===== config.mk =====
export PLATFORM = sky130hd
export DESIGN_NAME = dsmux_ctrl
export DESIGN_NICKNAME = d
export VERILOG_FILES = /design/src/hw/dsmux_pkg.sv /design/src/hw/dsmux_ctrl.sv
export VERILOG_INCLUDE_DIRS = /design/src /design/src/hw
export SDC_FILE = /design/constraint.sdc
export NUM_CORES = 1
export LEC_CHECK = 0
export ABC_CLOCK_PERIOD_IN_PS = 3300
export BUFFER_PORTS_ARGS = -buffer_cell sky130_fd_sc_hd__buf_4
export CAP_MARGIN = 20
export CORE_ASPECT_RATIO = 1.5
export CORE_MARGIN = 1.5
export CORE_UTILIZATION = 30
export DETAILED_ROUTE_END_ITERATION = 12
export PLACE_DENSITY_LB_ADDON = 0.05
export RECOVER_POWER = 25
export SYNTH_ARGS = -nofsm -noshare
export SYNTH_HDL_FRONTEND = slang
export SYNTH_SLANG_ARGS = --single-unit

===== constraint.sdc =====
create_clock -name clk -period 3.3 [get_ports clk]
set_input_delay 0.165 -clock clk [delete_from_list [all_inputs] [get_ports clk]]
set_output_delay 0.165 -clock clk [all_outputs]
set_load 0.01 [all_outputs]

===== src/hw/dsmux_map.svh =====
// Register map, field positions and timing counts for the DS3/DS2 mux control
// Contract
// - Enable bit gates change flags onto interrupt
// - Parity mode: no requests, C bits ones
// - DS2 clock rate follows selected mode
// - Code select defines valid C-bit pattern
// - Same code for insert and detect
// - Any reset returns code select to 00
// - Demux alarm forces output tributary ones
// - Mux alarm forces transmit ones, not looped
// - Loopback routes received DS2 into transmit
// - Request insert encodes selected code pattern
// - Seen bit shows declared request state
// - Five M-frames to declare or remove
// - Seen change sets sticky change bit
// - Reading change register clears all bits
// - Interrupt output is active low
`ifndef DSMUX_MAP_SVH
`define DSMUX_MAP_SVH
`define DSMUX_IDX_CONFIG 10'h240
`define DSMUX_IDX_DEMUX_AIS 10'h241
`define DSMUX_IDX_MUX_AIS 10'h242
`define DSMUX_IDX_LOOP_ON 10'h243
`define DSMUX_IDX_REQ_INSERT 10'h244
`define DSMUX_IDX_REQ_SEEN 10'h245
`define DSMUX_IDX_REQ_CHANGED 10'h246
`define DSMUX_IDX_CHG_CLEAR 10'h250
`define DSMUX_IDX_CHG_MASK 10'h251
`define DSMUX_IDX_SOFT_RESET 10'h252
`define DSMUX_CFG_IRQ_EN 0
`define DSMUX_CFG_CBIT 1
`define DSMUX_CFG_CODE_LO 2
`define DSMUX_CFG_CODE_HI 3
`define DSMUX_CFG_WIDTH 4
`define DSMUX_SRST_BIT 0
`define DSMUX_PERSIST_MFRAMES 3'h5
`define DSMUX_RATE_CBIT_E7MHZ 32'h03c242c3
`define DSMUX_RATE_M23_E7MHZ 32'h03c3223a
`define DSMUX_CODE_RESET 2'h0
`endif


===== src/hw/dsmux_pkg.sv =====
// Types and C-bit coding functions for the DS3/DS2 mux control
package dsmux_pkg;
   typedef logic [6:0] dsmux_trib_t;
   typedef logic [1:0] dsmux_code_t;
   typedef logic [2:0] dsmux_cbits_t;

   // C bits held as {C3, C2, C1}
   function automatic logic dsmux_code_match(input dsmux_code_t code,
                                             input dsmux_cbits_t c);
      logic r;
      r = 1'b0;
      unique case (code)
         2'h1: r = (c[0] == c[2]) && (c[0] == c[1]);
         2'h2: r = (c[1] == c[2]) && (c[0] != c[1]);
         default: r = (c[0] == c[1]) && (c[0] != c[2]);
      endcase
      return r;
   endfunction

   function automatic dsmux_cbits_t dsmux_code_make(input dsmux_code_t code,
                                                    input logic s);
      dsmux_cbits_t r;
      r = {s, s, s};
      unique case (code)
         2'h1: r = {s, s, s};
         2'h2: r = {s, s, ~s};
         default: r = {~s, s, s};
      endcase
      return r;
   endfunction
endpackage


===== src/hw/dsmux_ctrl.sv =====
// DS3/DS2 mux control: registers, AIS, loopback, loop request code logic
//
// Our own choice: the Avalon-MM register port.
`timescale 1ns/1ps
`include "dsmux_map.svh"
module dsmux_ctrl
   import dsmux_pkg::*;
#(
   parameter int TRIBS = 7
) (
   input wire logic clk,
   input wire logic resetn,
   input wire logic [11:0] avs_address,
   input wire logic avs_read,
   input wire logic avs_write,
   input wire logic [31:0] avs_writedata,
   output logic [31:0] avs_readdata,
   output logic avs_waitrequest,
   input wire logic [6:0] rx_line_data,
   input wire logic rx_mframe,
   input wire logic [20:0] rx_cbits,
   output logic [6:0] trib_out_data,
   input wire logic [6:0] trib_in_data,
   input wire logic [6:0] tx_stuff_req,
   output logic [6:0] tx_line_data,
   output logic [20:0] tx_cbits,
   output logic [31:0] ds2_rate_e7mhz,
   output logic irq_out_n,
   output logic irq_source
);
   logic [`DSMUX_CFG_WIDTH-1:0] cfg_reg;
   dsmux_trib_t demux_ais_reg;
   dsmux_trib_t mux_ais_reg;
   dsmux_trib_t loop_on_reg;
   dsmux_trib_t req_insert_reg;
   dsmux_trib_t seen_reg;
   dsmux_trib_t seen_next;
   dsmux_trib_t changed_reg;
   dsmux_trib_t changed_next;
   dsmux_trib_t chg_mask_reg;
   logic [2:0] persist_reg [TRIBS];
   logic [2:0] persist_next [TRIBS];
   logic waitreq_reg;
   logic [31:0] rdata_reg;
   logic [6:0] trib_out_reg;
   logic [6:0] tx_data_reg;
   logic [20:0] tx_cbits_reg;
   logic [20:0] tx_cbits_next;
   logic [31:0] rate_reg;
   logic irq_n_reg;
   logic irq_src_reg;

   wire [9:0] idx = avs_address[11:2];
   wire req = avs_read | avs_write;
   wire accept = req & ~waitreq_reg;
   wire wr_acc = accept & avs_write;
   wire rd_acc = accept & avs_read;
   wire [7:0] wbyte = avs_writedata[7:0];
   wire soft_rst = wr_acc && (idx == `DSMUX_IDX_SOFT_RESET) &&
      wbyte[`DSMUX_SRST_BIT];
   wire wr_cfg = wr_acc && (idx == `DSMUX_IDX_CONFIG);
   wire wr_demux_alarm_insert = wr_acc && (idx == `DSMUX_IDX_DEMUX_AIS);
   wire wr_mux_alarm_insert = wr_acc && (idx == `DSMUX_IDX_MUX_AIS);
   wire wr_loop = wr_acc && (idx == `DSMUX_IDX_LOOP_ON);
   wire wr_ins = wr_acc && (idx == `DSMUX_IDX_REQ_INSERT);
   wire wr_clr = wr_acc && (idx == `DSMUX_IDX_CHG_CLEAR);
   wire wr_mask = wr_acc && (idx == `DSMUX_IDX_CHG_MASK);
   wire rd_chg = rd_acc && (idx == `DSMUX_IDX_REQ_CHANGED);
   wire irq_enable = cfg_reg[`DSMUX_CFG_IRQ_EN];
   wire cbit_parity_enable = cfg_reg[`DSMUX_CFG_CBIT];
   wire dsmux_code_t loop_code_select =
      cfg_reg[`DSMUX_CFG_CODE_HI:`DSMUX_CFG_CODE_LO];

   // Read mux; unmapped addresses read zero
   logic [7:0] rsel;
   always_comb begin
      rsel = 8'h00;
      unique case (idx)
         `DSMUX_IDX_CONFIG: rsel = {4'h0, cfg_reg};
         `DSMUX_IDX_DEMUX_AIS: rsel = {1'b0, demux_ais_reg};
         `DSMUX_IDX_MUX_AIS: rsel = {1'b0, mux_ais_reg};
         `DSMUX_IDX_LOOP_ON: rsel = {1'b0, loop_on_reg};
         `DSMUX_IDX_REQ_INSERT: rsel = {1'b0, req_insert_reg};
         `DSMUX_IDX_REQ_SEEN: rsel = {1'b0, seen_reg};
         `DSMUX_IDX_REQ_CHANGED: rsel = {1'b0, changed_reg};
         `DSMUX_IDX_CHG_MASK: rsel = {1'b0, chg_mask_reg};
         default: rsel = 8'h00;
      endcase
   end

   // One wait state on every access
   always_ff @(posedge clk or negedge resetn) begin
      if (!resetn) begin
         waitreq_reg <= 1'b1;
         rdata_reg <= 32'h0;
      end else begin
         waitreq_reg <= ~(req & waitreq_reg);
         rdata_reg <= (req & waitreq_reg) ? {24'h0, rsel} : 32'h0;
      end
   end

   // Control registers, cleared by either reset except the change mask, which either reset sets to 7f
   always_ff @(posedge clk or negedge resetn) begin
      if (!resetn) begin
         cfg_reg <= {`DSMUX_CODE_RESET, 2'h0};
         demux_ais_reg <= 7'h00;
         mux_ais_reg <= 7'h00;
         loop_on_reg <= 7'h00;
         req_insert_reg <= 7'h00;
         chg_mask_reg <= 7'h7f;
      end else if (soft_rst) begin
         cfg_reg <= {`DSMUX_CODE_RESET, 2'h0};
         demux_ais_reg <= 7'h00;
         mux_ais_reg <= 7'h00;
         loop_on_reg <= 7'h00;
         req_insert_reg <= 7'h00;
         chg_mask_reg <= 7'h7f;
      end else begin
         if (wr_cfg) cfg_reg <= wbyte[`DSMUX_CFG_WIDTH-1:0];
         if (wr_demux_alarm_insert) demux_ais_reg <= wbyte[6:0];
         if (wr_mux_alarm_insert) mux_ais_reg <= wbyte[6:0];
         if (wr_loop) loop_on_reg <= wbyte[6:0];
         if (wr_ins) req_insert_reg <= wbyte[6:0];
         if (wr_mask) chg_mask_reg <= wbyte[6:0];
      end
   end

   // Persistence filter, detection off in parity mode
   always_comb begin
      seen_next = seen_reg;
      for (int i = 0; i < TRIBS; i++) begin
         persist_next[i] = persist_reg[i];
         if (cbit_parity_enable) begin
            persist_next[i] = 3'h0;
            seen_next[i] = 1'b0;
         end else if (rx_mframe) begin
            // Same code as insertion
            if (dsmux_code_match(loop_code_select,
                                 rx_cbits[3*i +: 3]) != seen_reg[i]) begin
               if (persist_reg[i] + 3'h1 == `DSMUX_PERSIST_MFRAMES) begin
                  persist_next[i] = 3'h0;
                  seen_next[i] = ~seen_reg[i];
               end else begin
                  persist_next[i] = persist_reg[i] + 3'h1;
               end
            end else begin
               persist_next[i] = 3'h0;
            end
         end
      end
   end

   // Change flags: a new change wins over read or clear
   assign changed_next = (seen_next ^ seen_reg) |
      (changed_reg & ~({7{rd_chg}} | (wr_clr ? wbyte[6:0] : 7'h00)));

   always_ff @(posedge clk or negedge resetn) begin
      if (!resetn) begin
         seen_reg <= 7'h00;
         changed_reg <= 7'h00;
         for (int i = 0; i < TRIBS; i++) persist_reg[i] <= 3'h0;
      end else begin
         seen_reg <= seen_next;
         changed_reg <= changed_next;
         for (int i = 0; i < TRIBS; i++) persist_reg[i] <= persist_next[i];
      end
   end

   // Transmit C bits per tributary
   always_comb begin
      tx_cbits_next = 21'h1fffff;
      for (int i = 0; i < TRIBS; i++) begin
         if (cbit_parity_enable) begin
            tx_cbits_next[3*i +: 3] = 3'h7;
         end else if (req_insert_reg[i]) begin
            tx_cbits_next[3*i +: 3] =
               dsmux_code_make(loop_code_select, tx_stuff_req[i]);
         end else begin
            tx_cbits_next[3*i +: 3] = {3{tx_stuff_req[i]}};
         end
      end
   end

   wire [6:0] mux_src = trib_in_data | mux_ais_reg;
   wire [6:0] tx_next = (loop_on_reg & rx_line_data) |
      (~loop_on_reg & mux_src);
   wire [6:0] trib_next = rx_line_data | demux_ais_reg;
   wire irq_pend = irq_enable & |(changed_reg & chg_mask_reg);
   wire [31:0] rate_next = cbit_parity_enable ?
      `DSMUX_RATE_CBIT_E7MHZ : `DSMUX_RATE_M23_E7MHZ;

   always_ff @(posedge clk or negedge resetn) begin
      if (!resetn) begin
         trib_out_reg <= 7'h00;
         tx_data_reg <= 7'h00;
         tx_cbits_reg <= 21'h0;
         rate_reg <= `DSMUX_RATE_M23_E7MHZ;
         irq_n_reg <= 1'b1;
         irq_src_reg <= 1'b0;
      end else begin
         trib_out_reg <= trib_next;
         tx_data_reg <= tx_next;
         tx_cbits_reg <= tx_cbits_next;
         rate_reg <= rate_next;
         irq_n_reg <= ~irq_pend;
         irq_src_reg <= irq_pend;
      end
   end

   assign avs_readdata = rdata_reg;
   assign avs_waitrequest = waitreq_reg;
   assign trib_out_data = trib_out_reg;
   assign tx_line_data = tx_data_reg;
   assign tx_cbits = tx_cbits_reg;
   assign ds2_rate_e7mhz = rate_reg;
   assign irq_out_n = irq_n_reg;
   assign irq_source = irq_src_reg;
endmodule // dsmux_ctrl


# Word-level counts from Yosys, hierarchy flattened
# Index checks and enable logic that the tools add are counted.
dict set report word_totals {
  ff_bits 142
  latch_bits 0
  ramBits 0
  romBits 0
  output_inout_bits 102
  elab_cells 279
  memories 0
}
dict set report op_classes {
  n_addsub 7
  mul 0
  div 0
  n_lt_le_gt_ge 0
  eq_ne 61
  shift 0
  muxes 114
  n_bitwise 35
  reduce_logical 39
}
# cell n
set op_table {}
lappend op_table {{2-to-1 mux 3 bit} 42}
lappend op_table {{equality test 10 bit, second input constant} 10}
lappend op_table {{2-to-1 mux 7 bit} 12}
lappend op_table {{one-hot mux 7 bit (8 select lines)} 1}
lappend op_table {{2-to-1 mux 1 bit} 42}
lappend op_table {{one-hot mux 3 bit (2 select lines)} 7}
lappend op_table {{OR 7 bit} 5}
lappend op_table {{logical AND 1 bit} 31}
lappend op_table {{AND 7 bit} 4}
lappend op_table {{adder 3 x 1 -> 3 bit, second input constant} 7}
lappend op_table {{equality test 1 bit} 21}
lappend op_table {{equality test 3 bit, second input constant} 7}
lappend op_table {{!= test 1 bit} 21}
lappend op_table {{2-to-1 mux 17 bit} 1}
lappend op_table {{inverter 1 bit} 17}
lappend op_table {{inverter 7 bit} 2}
lappend op_table {{one-hot mux 1 bit (2 select lines)} 7}
lappend op_table {{nonzero test 2 bit} 7}
lappend op_table {{2-to-1 mux 4 bit} 2}
lappend op_table {{OR reduction 7 bit} 1}
lappend op_table {{XOR 7 bit} 1}
lappend op_table {{AND 1 bit} 5}
lappend op_table {{equality test 2 x 1 -> 1 bit, second input constant} 1}
lappend op_table {{equality test 2 bit, second input constant} 1}
lappend op_table {{OR 1 bit} 1}

# Logic depth before layout (Yosys ltp)
# Gate-level depths: netlist (run 1).
dict set report logic_depth {
  depth_word 11
  mapped_depth 8
  mapped_depth_nobuf 7
}

# Worst setup path before layout (run 1)
# OpenSTA, ideal clock, no wires.
dict set report synth_timing {
  kind {flip-flop to flip-flop}
  start {register cfg_reg[2]}
  end {register changed_reg[5]}
  arrival_time_ns 2.133
  setup_slack_ns 1.043
  path_stages_with_launch 8
  path_buffers 1
  period_less_slack_ns 2.257
  cell_sequence {dfrtp_1 -> ha_1 -> buf_2 -> or4b_2 -> o2111ai_1 -> nand2_1 -> a21o_1 -> a211o_1}
}
dict set report synth_between {
  elab_chain_len 10
  word_cells_on_any_way 11
}
# item line_no
set synth_rtl {}
lappend synth_rtl {{from (decl)} dsmux_ctrl.sv:31} ;# logic [`DSMUX_CFG_WIDTH-1:0] cfg_reg;
lappend synth_rtl {{from (signal assigned)} dsmux_ctrl.sv:105} ;# cfg_reg <= {`DSMUX_CODE_RESET, 2'h0};
lappend synth_rtl {{from (signal assigned)} dsmux_ctrl.sv:112} ;# cfg_reg <= {`DSMUX_CODE_RESET, 2'h0};
lappend synth_rtl {{from (signal assigned)} dsmux_ctrl.sv:119} ;# if (wr_cfg) cfg_reg <= wbyte[`DSMUX_CFG_WIDTH-1:0];
lappend synth_rtl {{equality test 2 bit or equality test 2 x 1 -> 1 bit (tied branches)} dsmux_pkg.sv:12} ;# unique case (code)
lappend synth_rtl {{one-hot mux 1 bit (2 select lines) *} dsmux_pkg.sv:12}
lappend synth_rtl {{2-to-1 mux 1 bit *} dsmux_ctrl.sv:136} ;# end else if (rx_mframe) begin
lappend synth_rtl {{2-to-1 mux 1 bit *} dsmux_ctrl.sv:133} ;# if (cbit_parity_enable) begin
lappend synth_rtl {{!= test 1 bit *} dsmux_ctrl.sv:139} ;# rx_cbits[3*i +: 3]) != seen_reg[i]) begin
lappend synth_rtl {{2-to-1 mux 1 bit *} dsmux_ctrl.sv:138} ;# if (dsmux_code_match(loop_code_select,
lappend synth_rtl {{2-to-1 mux 1 bit *} dsmux_ctrl.sv:136}
lappend synth_rtl {{2-to-1 mux 1 bit *} dsmux_ctrl.sv:133}
lappend synth_rtl {{XOR 7 bit *} dsmux_ctrl.sv:154} ;# assign changed_next = (seen_next ^ seen_reg) |
lappend synth_rtl {{OR 7 bit *} dsmux_ctrl.sv:154}
lappend synth_rtl {{net changed_next[5]} dsmux_ctrl.sv:39} ;# dsmux_trib_t changed_next;
lappend synth_rtl {{to (signal assigned)} dsmux_ctrl.sv:164} ;# changed_reg <= changed_next;
lappend synth_rtl {{to (decl)} dsmux_ctrl.sv:38} ;# dsmux_trib_t changed_reg;
# The timed path passes the listed nets; every way through them passes the cells marked *. The select of a mux whose other input is x is not followed.
# A chain may end at the register's enable or synchronous reset.

# Final worst setup path (run 1)
dict set report layout_timing {
  start {register cfg_reg[3]}
  end {register changed_reg[5]}
}
# Same word-level chain as after synthesis.

==> results.yml, run 1 <==
job:
  maxCapViolations: 1
clocking:
  clock_sink_count: 121
  tritoncts.num_buffers: 17
  post_cts.repair.setup_buffers: 0
  worstSkewPairLatency_ns: 0.42
  clockBufferDepth: 2
  worst_setup_hold_path_clk_slew_ns: 0.06
  cts_repair_resize_count: 0
  htree_levels: 4
  cts_tree: "built"
  clockRootBuffer: "sky130_fd_sc_hd__clkbuf_16"
run_status:
  status: "complete, but fails checks"
  failed_checks: "max-capacitance violations, max-slew violations"
setup_path:
  cpMaxStageDelayCell: "sky130_fd_sc_hd__ha_1"
  end_kind: "register"
  cp_cell_sequence: "inv_1 -> ha_1 -> or4b_2 -> o2111ai_1 -> nand2_1 -> a21o_1 -> a211o_1"
  path_class: "reg2reg"
  critPathRequiredTime_ns: 3.61
  launching_element_type_of_the_critical_path: "register"
  cpLargestDelayFamily: "simple AND/OR/NAND/NOR gates"
  critical_path_arrival_ns: 3.13
  path_buf_inv: 1
  critical_path_maximum_fanout: 23
  cpPeakStageDelay_ns: 0.74
sta:
  rsz0062_at_grt: "false"
  finalSetupTns_ns: 0
  finalCriticalPeriod_ns: 2.826
  slew_headroom_pct: -10.50
  maxClockFrequency_mhz: 353.8
  timing.final.setup_violations: 0
  post-route-period-util_pct: 85.64
  slew_violations: 65
  timing_worst_slew_pin_value_ns: 1.658
  report.final.hold_viol_count: 0
  fin_worst_skew_ns: 0.007337
detailed_routing:
  drt.antenna.violating_nets: 0
  routed-via-count: 5728
  vias_per_std_cell: 4.917
  drt_iter0_drc: 261
  drc: 0
  average_detailed_routed_wire_length_per_instance_um: 17.18
  drtPass1Iterations: 5
  wl_mm: 20.01
logic_synthesis:
  synth_edf_count: 0
  yosys_register_bits: 121
  synthTopCellsByCount: "sky130_fd_sc_hd__dfrtp_1 (111), sky130_fd_sc_hd__nand2_1 (76), sky130_fd_sc_hd__nor2_1 (68)"
  mappedNetlistArea_um2: 6978
  post-synth-top-area-fraction_pct: 39.81
  post_synth_mux_area_share_pct: 7.154
  synth_top_family_by_area: "simple AND/OR/NAND/NOR gates"
  area_fraction_in_compound_gates_after_synthesis_pct: 14.60
  sequential_area_share_after_synthesis_pct: 43.57
  yosys_most_used_dff: "sky130_fd_sc_hd__dfrtp_1"
  total_of_warnings_raised_by_yosys: 0
  postSynthCellCount: 742
  yosysMostFrequentCell: "sky130_fd_sc_hd__dfrtp_1"
  adder_cell_share_of_the_synthesized_area_pct: 2.869
  share_of_async_settable_or_async_resettable_flops_after_synthesis_pct: 100.0
  synthDominantAreaCellType: "sky130_fd_sc_hd__dfrtp_1"
  syn_area_per_cell_um2: 9.404
  synth.distinct_cells: 56
  synth_simple_gate_area_share_pct: 21.32
  yosys.area_share.xor_xnor_pct: 0.8786
  post_synth_main_area_contributors: "sky130_fd_sc_hd__dfrtp_1 (40%), sky130_fd_sc_hd__buf_4 (6.2%), sky130_fd_sc_hd__mux2i_1 (6.0%)"
placement:
  detailed_place_hpwl_mm: 14.96
  port_buffers: 117
  placed_cells_incl_taps: 1114
  gpl.final_weighted_congestion: 0.7753
die:
  floorplan.die.width_um: 127.5
  dieArea_um2: 24200
  num_io_pins: 193
  fp.dieH_um: 189.8
  rows: 68
  core_area_um2: 22890
  initial_core_util_pct: 30.49
global_route:
  wire_length_of_the_first_global_routing_pass_mm: 31.44
  overflow_after_grt: 0
  initial_antenna_violation_count: 0
  grt_start_max_net_pins: 65
  groute.usage.overall_pct: 17.07
  first_global_vias: 5760
final_layout:
  drive_above_1_share_pct: 21.81
  multi_input_gate_area_um2: 3447
  area.growth.synth_to_final_pct: 23.76
  finalNetCount: 979
  final_cell_count_no_fill: 1165
  n_antenna_cell: 0
  sequential_cell_area_um2: 3040
  number_of_inserted_filler_cells_in_the_final_layout: 2300
min_path:
  worstHoldPathType: "in2reg"
power_and_ir_drop:
  power.ir.vdd_worst_mv: 0.3273
  static-leakage-power_nw: 4.277
  power_density_nw_per_um2: 504.8
-- per-layer routing --
metal  share of wire (%)  GRT usage [%]  up-vias
met3                 3.8          3.318       38
met1                  39          19.13     2784
met2                  54          30.83      152
li1                    -              -     2754
met4                 3.1          7.998        0
met5                   0              0        -
-- logic make-up (layout without fill, tap and decap cells) --
family | Yosys count | in the layout
and+or+nand+nor | 275 | 275
DFF | 121 | 121
adders and majority gates | 16 | 16
other | 2 | 48
xor gates and xnor gates | 7 | 7
AOI/OAI and AO/OA | 157 | 157
muxes | 47 | 47
buffers and inverters | 117 | 214
-- placed cells by master (no fill, tap or decap), types with 16 or more instances in the layout --
master                          count
sky130_fd_sc_hd__mux2i_1           42
sky130_fd_sc_hd__a21oi_1           32
sky130_fd_sc_hd__o211ai_1          17
sky130_fd_sc_hd__conb_1            48
sky130_fd_sc_hd__clkbuf_16         17
sky130_fd_sc_hd__and3_1            29
sky130_fd_sc_hd__nand2_1           76
sky130_fd_sc_hd__inv_1             35
sky130_fd_sc_hd__nand2b_1          18
sky130_fd_sc_hd__o21ai_0           46
sky130_fd_sc_hd__ha_1              16
sky130_fd_sc_hd__nor2_1            68
sky130_fd_sc_hd__clkbuf_1          18
sky130_fd_sc_hd__buf_4            109
sky130_fd_sc_hd__dfrtp_1          111
sky130_fd_sc_hd__dlygate4sd3_1     19
-- tightest hold or removal path, cell delays in order --
cell and delay [ns]:
sky130_fd_sc_hd__buf_4 0.08, sky130_fd_sc_hd__nor2_1 0.03, sky130_fd_sc_hd__o21ai_0 0.13
-- power breakdown --
part           internal [mW]  switching [mW]  total [mW]
combinational          0.326           0.408       0.735
sequential              1.63           0.142        1.77
clock                   1.14           0.708        1.85
total                   3.10            1.26        4.36
-- layout make-up --
| class | instances | share of cell area [%] |
|---|---|---|
| clock inverter | 12 | 1.449 |
| clock buffer | 20 | 5.288 |
| sequential | 121 | 35.21 |
| tap | 280 | 4.057 |
| inverter | 35 | 1.521 |
| timing repair buffer | 147 | 12.56 |
| multi-input combinational | 550 | 39.92 |
-- metrics by stage --
step | area, µm² | setup WS [ns] | utilization [%] | power, mW | hold WS, ns
2_1_floorplan | 7151 | 1.043 | - | 2.249 | -0.1306
4_1_cts | 8702 | 0.4613 | 38.02 | 4.425 | 0.0005851
3_3_place_gp | 7930 | 0.5319 | 34.65 | 2.480 | 0.3167
3_5_place_dp | 7930 | 0.4705 | 34.65 | 2.519 | 0.3300
5_1_grt | 8636 | 0.2678 | 37.73 | 4.608 | 0.03262
6_report | 8636 | 0.4738 | 37.73 | 4.360 | 0.01997
-- final timing paths --
kind                                   startpoint                     endpoint  slack [ns]  cells after the start
max                        cfg_reg[3]$_DFFE_PN0P_     changed_reg[5]$_DFF_PN0_        0.47                      7
min                               trib_in_data[3]    tx_line_data[3]$_DFF_PN0_        0.02                      3
max reg2reg                cfg_reg[3]$_DFFE_PN0P_     changed_reg[5]$_DFF_PN0_        0.47                      7
min reg2reg                cfg_reg[0]$_DFFE_PN0P_          irq_out_n$_DFF_PN1_        0.49                      1
max in group asynchronous                  resetn  chg_mask_reg[3]$_DFFE_PN1P_        1.40                      3
min in group asynchronous                  resetn   persist_reg[6]$_DFFE_PN0P_        0.71                      2
-- repair_timing --
item | 4_1_cts | 5_1_grt
hold buffers | 19 | 0
hold endpoints to repair | 78 | 0
endpoints found under the setup margin | 0 | 0
Power figures use the tool's default switching activity.
==> run 2: changes to the inputs <==
ABC_CLOCK_PERIOD_IN_PS = not set   (was 3300)
CORE_UTILIZATION = 50   (was 30)
==> run 2 against run 1 <==
Against the previous run:
- register-to-register slack barely moved
- clock power barely moved
- utilization rose by 24 points
- highest routed layer unchanged
- maximum frequency rose by 0.13%
- total power fell by 1.2%
- the flow still finishes with violations (max-capacitance violations, max-slew violations)
- via count rose by 1.8%
- first-iteration DRC count fell by 9.6%
- final cell count fell by 11%
- die area fell by 39%
==> results.yml, run 2 (synthesis gave the netlist of run 1 again) <==
min_path:
  worstHoldPathType: "in2reg"
  holdCritStartpoint: "trib_in_data[6]"
  timing.hold.worst_path_depth: 3
setup_path:
  critical_path_maximum_fanout: 23
  reg2reg_setup_slack_ns: 0.48
  worst_r2r_startpoint: "cfg_reg[3]$_DFFE_PN0P_"
  critPathRequiredTime_ns: 3.59
  critical_path_arrival_ns: 3.12
  r2r_cells: 7
  cp-startpoint: "cfg_reg[3]$_DFFE_PN0P_"
  end_kind: "register"
  path_class: "reg2reg"
  launching_element_type_of_the_critical_path: "register"
final_layout:
  finalNetCount: 974
  most_common_library_cell_in_the_layout_ignoring_fill_and_taps: "sky130_fd_sc_hd__dfrtp_1"
  area.growth.synth_to_final_pct: 19.62
  n_antenna_cell: 0
  drive_above_1_share_pct: 18.18
  layout_common_cells: "sky130_fd_sc_hd__dfrtp_1 (111), sky130_fd_sc_hd__nand2_1 (76), sky130_fd_sc_hd__buf_4 (74)"
  number_of_inserted_filler_cells_in_the_final_layout: 1213
clocking:
  clockRootBuffer: "sky130_fd_sc_hd__clkbuf_16"
  worst_setup_hold_path_clk_slew_ns: 0.06
  tritoncts.num_buffers: 17
  worstSkewPairLatency_ns: 0.41
  cts_tree: "built"
  clock_sink_count: 121
  clockBufferDepth: 2
  htree_levels: 4
  post_cts.repair.setup_buffers: 0
run_status:
  status: "complete, but fails checks"
  failed_checks: "max-capacitance violations, max-slew violations"
sta:
  slew_headroom_pct: -27.94
  maxClockFrequency_mhz: 354.3
  timing.final.setup_violations: 0
  post-route-period-util_pct: 85.53
  finalSetupTns_ns: 0
  fin_worst_skew_ns: 0.008230
  report.final.hold_viol_count: 0
  timing_worst_slew_pin_value_ns: 1.919
  hold_ws_ns: 0.02287
  finalCriticalPeriod_ns: 2.822
  slew_violations: 76
  rsz0062_at_grt: "false"
job:
  maxCapViolations: 1
power_and_ir_drop:
  power.switching_mw: 1.272
  combPwrFrac_pct: 16.4
  internal_power_mw: 3.037
  p_seq_share_pct: 41.2
  netSwitchingFraction_pct: 29.53
  power.ir.vdd_worst_mv: 0.3181
  power.clock.fraction_pct: 42.4
  static-leakage-power_nw: 4.140
  power_density_nw_per_um2: 516.2
global_route:
  wire_length_of_the_first_global_routing_pass_mm: 28.48
  first_global_vias: 5980
  initial_antenna_violation_count: 0
  overflow_after_grt: 0
  grt_start_max_net_pins: 77
  groute.usage.overall_pct: 24.57
die:
  core_area_um2: 13530
  floorplan.die.width_um: 99.46
  fp.dieH_um: 147.7
  num_io_pins: 193
  dieArea_um2: 14690
  rows: 52
  initial_core_util_pct: 51.56
detailed_routing:
  drt.antenna.violating_nets: 0
  vias_per_std_cell: 5.594
  drt_iter0_drc: 236
  wl_mm: 17.60
  routed-via-count: 5829
  average_detailed_routed_wire_length_per_instance_um: 16.89
  drc: 0
  drtPass1Iterations: 6
placement:
  port_buffers: 117
  detailed_place_hpwl_mm: 12.96
  gpl.final_weighted_congestion: 0.9182
-- run 2: power by group through the flow --
stage	clock network, mW	registers (mW)	logic (mW)
6_report	1.83	1.77	0.706
5_1_grt	1.93	1.79	0.811
4_1_cts	1.85	1.77	0.727
3_5_place_dp	0	1.79	0.705
3_3_place_gp	0	1.78	0.668
2_1_floorplan	0	1.76	0.489
-- run 2: worst max-delay path, cell delays in order (launching register included) --
cell,delay (ns)
sky130_fd_sc_hd__dfrtp_1,0.41
sky130_fd_sc_hd__inv_1,0.07
sky130_fd_sc_hd__ha_1,0.73
sky130_fd_sc_hd__or4b_2,0.65
sky130_fd_sc_hd__o2111ai_1,0.19
sky130_fd_sc_hd__nand2_1,0.15
sky130_fd_sc_hd__a21o_1,0.21
sky130_fd_sc_hd__a211o_1,0.29
-- run 2: worst paths after layout --
path	to
max	changed_reg[2]$_DFF_PN0_
min	tx_line_data[6]$_DFF_PN0_
max reg2reg	changed_reg[2]$_DFF_PN0_
min reg2reg	trib_out_data[4]$_DFF_PN0_
max in group asynchronous	avs_readdata[4]$_DFF_PN0_
min in group asynchronous	persist_reg[8]$_DFFE_PN0P_
-- run 2: repair_timing --
item | in CTS | in global routing
endpoints found under the hold margin | 95 | 0
resized for setup | 0 | 0
hold buffers | 17 | 0
-- run 2: cell type report --
cell class                      instances  area [µm²]  area share (%)
Clock buffer                           19       452.9           5.426
Multi-Input combinational cell        550        3447           41.30
Clock inverter                         13       133.9           1.604
Sequential cell                       121        3040           36.43
Inverter                               35       131.4           1.574
Tap cell                              162       202.7           2.428
Timing Repair Buffer                  142       938.4           11.24
-- run 2: through the flow --
| stage | util [%] | instances | cell area [µm²] | setup WS (ns) | power, mW |
|---|---|---|---|---|---|
| global route | 61.68 | 1042 | 8347 | 0.2214 | 4.527 |
| global placement | 57.43 | 993 | 7772 | 0.5754 | 2.450 |
| CTS | 63.03 | 1042 | 8529 | 0.4624 | 4.352 |
| detailed placement | 57.43 | 993 | 7772 | 0.4927 | 2.497 |
| floorplan | - | 788 | 7151 | 1.043 | 2.249 |
| finish | 61.68 | 1042 | 8347 | 0.4776 | 4.309 |
-- run 2: layer usage --
layer | global-route usage [%] | wire [µm] | up-vias
li1 | - | - | 2753
met1 | 27.49 | 6836 | 2871
met2 | 45.21 | 9471 | 159
met3 | 4.965 | 694 | 46
met4 | 9.648 | 600 | 0
met5 | 0 | 0 | -
==> run 3: changes to the inputs <==
ABC_AREA = 1   (was not set)
==> run 3 against run 2 <==
Against the previous run:
- the run ends with max-capacitance violations left
- wire length grew 1.2%
- count of clock-buffer cells in the layout up 1
- final cell count grew 18%
- non-clock buffer count fell by 8
- global-route usage rose by 0.32 points
- first-iteration DRC count rose by 44%
- worst hold slack lost 0.023 ns
- maximum frequency is 38% higher
- register-to-register slack gained 0.77 ns
- combinational power fell by 52%
- synthesized cell count up 24%
- largest cell class unchanged
==> results.yml, run 3 <==
clocking:
  clockBufferDepth: 2
  htree_levels: 4
  tritoncts.num_buffers: 17
  clock_sink_count: 121
  worstSkewPairLatency_ns: 0.42
  worst_setup_hold_path_clk_slew_ns: 0.06
  cts_tree: "built"
  clockRootBuffer: "sky130_fd_sc_hd__clkbuf_16"
  cts_repair_resize_count: 0
detailed_routing:
  routed-via-count: 6330
  drc: 0
  drtPass1Iterations: 5
  drt.antenna.violating_nets: 0
  average_detailed_routed_wire_length_per_instance_um: 14.54
  vias_per_std_cell: 5.167
  drt_iter0_drc: 340
  wl_mm: 17.82
setup_path:
  crit_top_cell: "sky130_fd_sc_hd__nand2_1"
  path_buf_inv: 1
  cpPeakStageDelay_ns: 0.91
  cpLargestDelayFamily: "simple AND/OR/NAND/NOR gates"
  cpMaxStageDelayCell: "sky130_fd_sc_hd__nor2_2"
  cp-startpoint: "cfg_reg[1]$_DFFE_PN0P_"
  cp_cell_sequence: "clkbuf_1 -> nor2_2 -> nand2_1 -> nand2_1"
  launching_element_type_of_the_critical_path: "register"
  critical_path_arrival_ns: 2.40
  critPathRequiredTime_ns: 3.65
  end_kind: "register"
  worst_r2r_startpoint: "cfg_reg[1]$_DFFE_PN0P_"
  critical_path_maximum_fanout: 21
  path_class: "reg2reg"
sta:
  post-route-period-util_pct: 62.06
  report.final.hold_viol_count: 0
  rsz0062_at_grt: "false"
  timing_worst_slew_pin_value_ns: 1.496
  final_critical_path_setup_slack_ns: 1.252
  maxClockFrequency_mhz: 488.3
  timing.final.setup_violations: 0
  hold_ws_ns: 0.0002944
  finalSetupTns_ns: 0
  fin_worst_skew_ns: 0.009360
  finalCriticalPeriod_ns: 2.048
  slew_headroom_pct: 0.2888
  slew_violations: 0
die:
  fp.dieH_um: 148.6
  num_io_pins: 193
  floorplan.die.width_um: 100.1
  dieArea_um2: 14870
  initial_core_util_pct: 50.75
  core_area_um2: 13930
  rows: 53
logic_synthesis:
  share_of_async_settable_or_async_resettable_flops_after_synthesis_pct: 100.0
  yosysMostFrequentCell: "sky130_fd_sc_hd__nand2_1"
  post-synth-top-area-fraction_pct: 39.30
  synthDominantAreaCellType: "sky130_fd_sc_hd__dfrtp_1"
  yosys_register_bits: 121
  syn_area_per_cell_um2: 7.666
  synth.distinct_cells: 35
  synthTopCellsByCount: "sky130_fd_sc_hd__nand2_1 (241), sky130_fd_sc_hd__inv_1 (126), sky130_fd_sc_hd__dfrtp_1 (111)"
  total_of_warnings_raised_by_yosys: 0
  yosys_most_used_dff: "sky130_fd_sc_hd__dfrtp_1"
  synth_edf_count: 0
  mappedNetlistArea_um2: 7068
  sequential_area_share_after_synthesis_pct: 43.02
  post_synth_main_area_contributors: "sky130_fd_sc_hd__dfrtp_1 (39%), sky130_fd_sc_hd__nand2_1 (13%), sky130_fd_sc_hd__inv_1 (6.7%)"
  postSynthCellCount: 922
placement:
  pre_cts_ws_ns: 1.288
  port_buffers: 117
  placed_cells_incl_taps: 1180
  gpl.final_weighted_congestion: 0.9479
  post_detailed_placement_cell_area_um2: 7858
  detailed_place_hpwl_mm: 13.10
final_layout:
  final_area_um2: 8563
  finalNetCount: 1154
  fin_util_pct: 61.49
  area.growth.synth_to_final_pct: 21.15
  sequential_cell_area_um2: 3040
  layout_common_cells: "sky130_fd_sc_hd__nand2_1 (241), sky130_fd_sc_hd__inv_1 (126), sky130_fd_sc_hd__buf_4 (113)"
  n_antenna_cell: 0
  drive_above_1_share_pct: 19.43
  most_common_library_cell_in_the_layout_ignoring_fill_and_taps: "sky130_fd_sc_hd__nand2_1"
  multi_input_gate_area_um2: 3189
  final_cell_count_no_fill: 1225
  number_of_inserted_filler_cells_in_the_final_layout: 1239
global_route:
  initial_antenna_violation_count: 0
  first_global_vias: 6055
  wire_length_of_the_first_global_routing_pass_mm: 28.93
  groute.usage.overall_pct: 24.89
  grt_start_max_net_pins: 64
  overflow_after_grt: 0
power_and_ir_drop:
  power_consumption_mw: 3.684
  static-leakage-power_nw: 4.356
  power_density_nw_per_um2: 430.2
  power.ir.vdd_worst_mv: 0.2745
run_status:
  status: "complete, but fails checks"
  failed_checks: "max-capacitance violations"
min_path:
  worstHoldPathType: "in2reg"
  holdCritStartpoint: "tx_stuff_req[1]"
job:
  maxCapViolations: 1
## run 3: cell types whose count changed after synthesis, moves of 29 or more
cell | previous run | this run
sky130_fd_sc_hd__nand3_1 | 13 | 81
sky130_fd_sc_hd__mux2i_1 | 42 | 0
sky130_fd_sc_hd__inv_1 | 35 | 126
sky130_fd_sc_hd__and3_1 | 29 | 0
sky130_fd_sc_hd__nand2_1 | 76 | 241
sky130_fd_sc_hd__nand4_1 | 3 | 41
sky130_fd_sc_hd__nor2_1 | 68 | 33
## run 3: layer usage
metal  share of wire [%]  track usage [%]  vias up
met1                  40            28.06     2959
met4                 2.5            10.28        0
met2                  54            46.26      162
li1                    -                -     3174
met3                 3.4            3.571       35
met5                   0                0        -
## run 3: final timing paths
| check | end | slack [ns] | cells after the start |
|---|---|---|---|
| setup / recovery | persist_reg[8]$_DFFE_PN0P_ | 1.25 | 4 |
| hold / removal | tx_cbits[4]$_DFF_PN0_ | 0.0003 | 3 |
| setup reg to reg | persist_reg[8]$_DFFE_PN0P_ | 1.25 | 4 |
| hold reg to reg | trib_out_data[5]$_DFF_PN0_ | 0.46 | 2 |
| max in group asynchronous | irq_out_n$_DFF_PN1_ | 1.58 | 3 |
| min in group asynchronous | tx_cbits[4]$_DFF_PN0_ | 0.66 | 2 |
## run 3: cell families after synthesis
logic type      after synthesis  share of synthesized area (%)
compound gates              136                          10.78
fa+ha+maj                    16                          2.832
simple gates                440                          28.93
flops                       121                          43.02
other cells                   2                         0.1063
buf+inv                     207                          14.34
## run 3: area by class of cell
class / count / area share [%]
clock buffer: 20 / 5.333
clock inverter: 12 / 1.461
inverter: 133 / 5.845
multi-input combinational: 640 / 37.24
sequential: 121 / 35.51
tap: 165 / 2.411
timing repair buffer: 134 / 12.20
## run 3: what timing repair did
item / CTS / global route
hold buffers: 13 / 0
buffers inserted: 0 / 0
endpoints found under the hold margin: 68 / 0
## run 3: power breakdown
group | switching (mW) | internal (mW) | leakage (nW)
registers | 0.0122 | 1.51 | 1.32
clock network | 0.681 | 1.14 | 0.282
logic | 0.213 | 0.125 | 2.76
## run 3: worst register-to-register path, cell delays in order, from the launching register on
cell and delay, ns:
sky130_fd_sc_hd__dfrtp_1 0.37, sky130_fd_sc_hd__clkbuf_1 0.46, sky130_fd_sc_hd__nor2_2 0.92, sky130_fd_sc_hd__nand2_1 0.13, sky130_fd_sc_hd__nand2_1 0.11
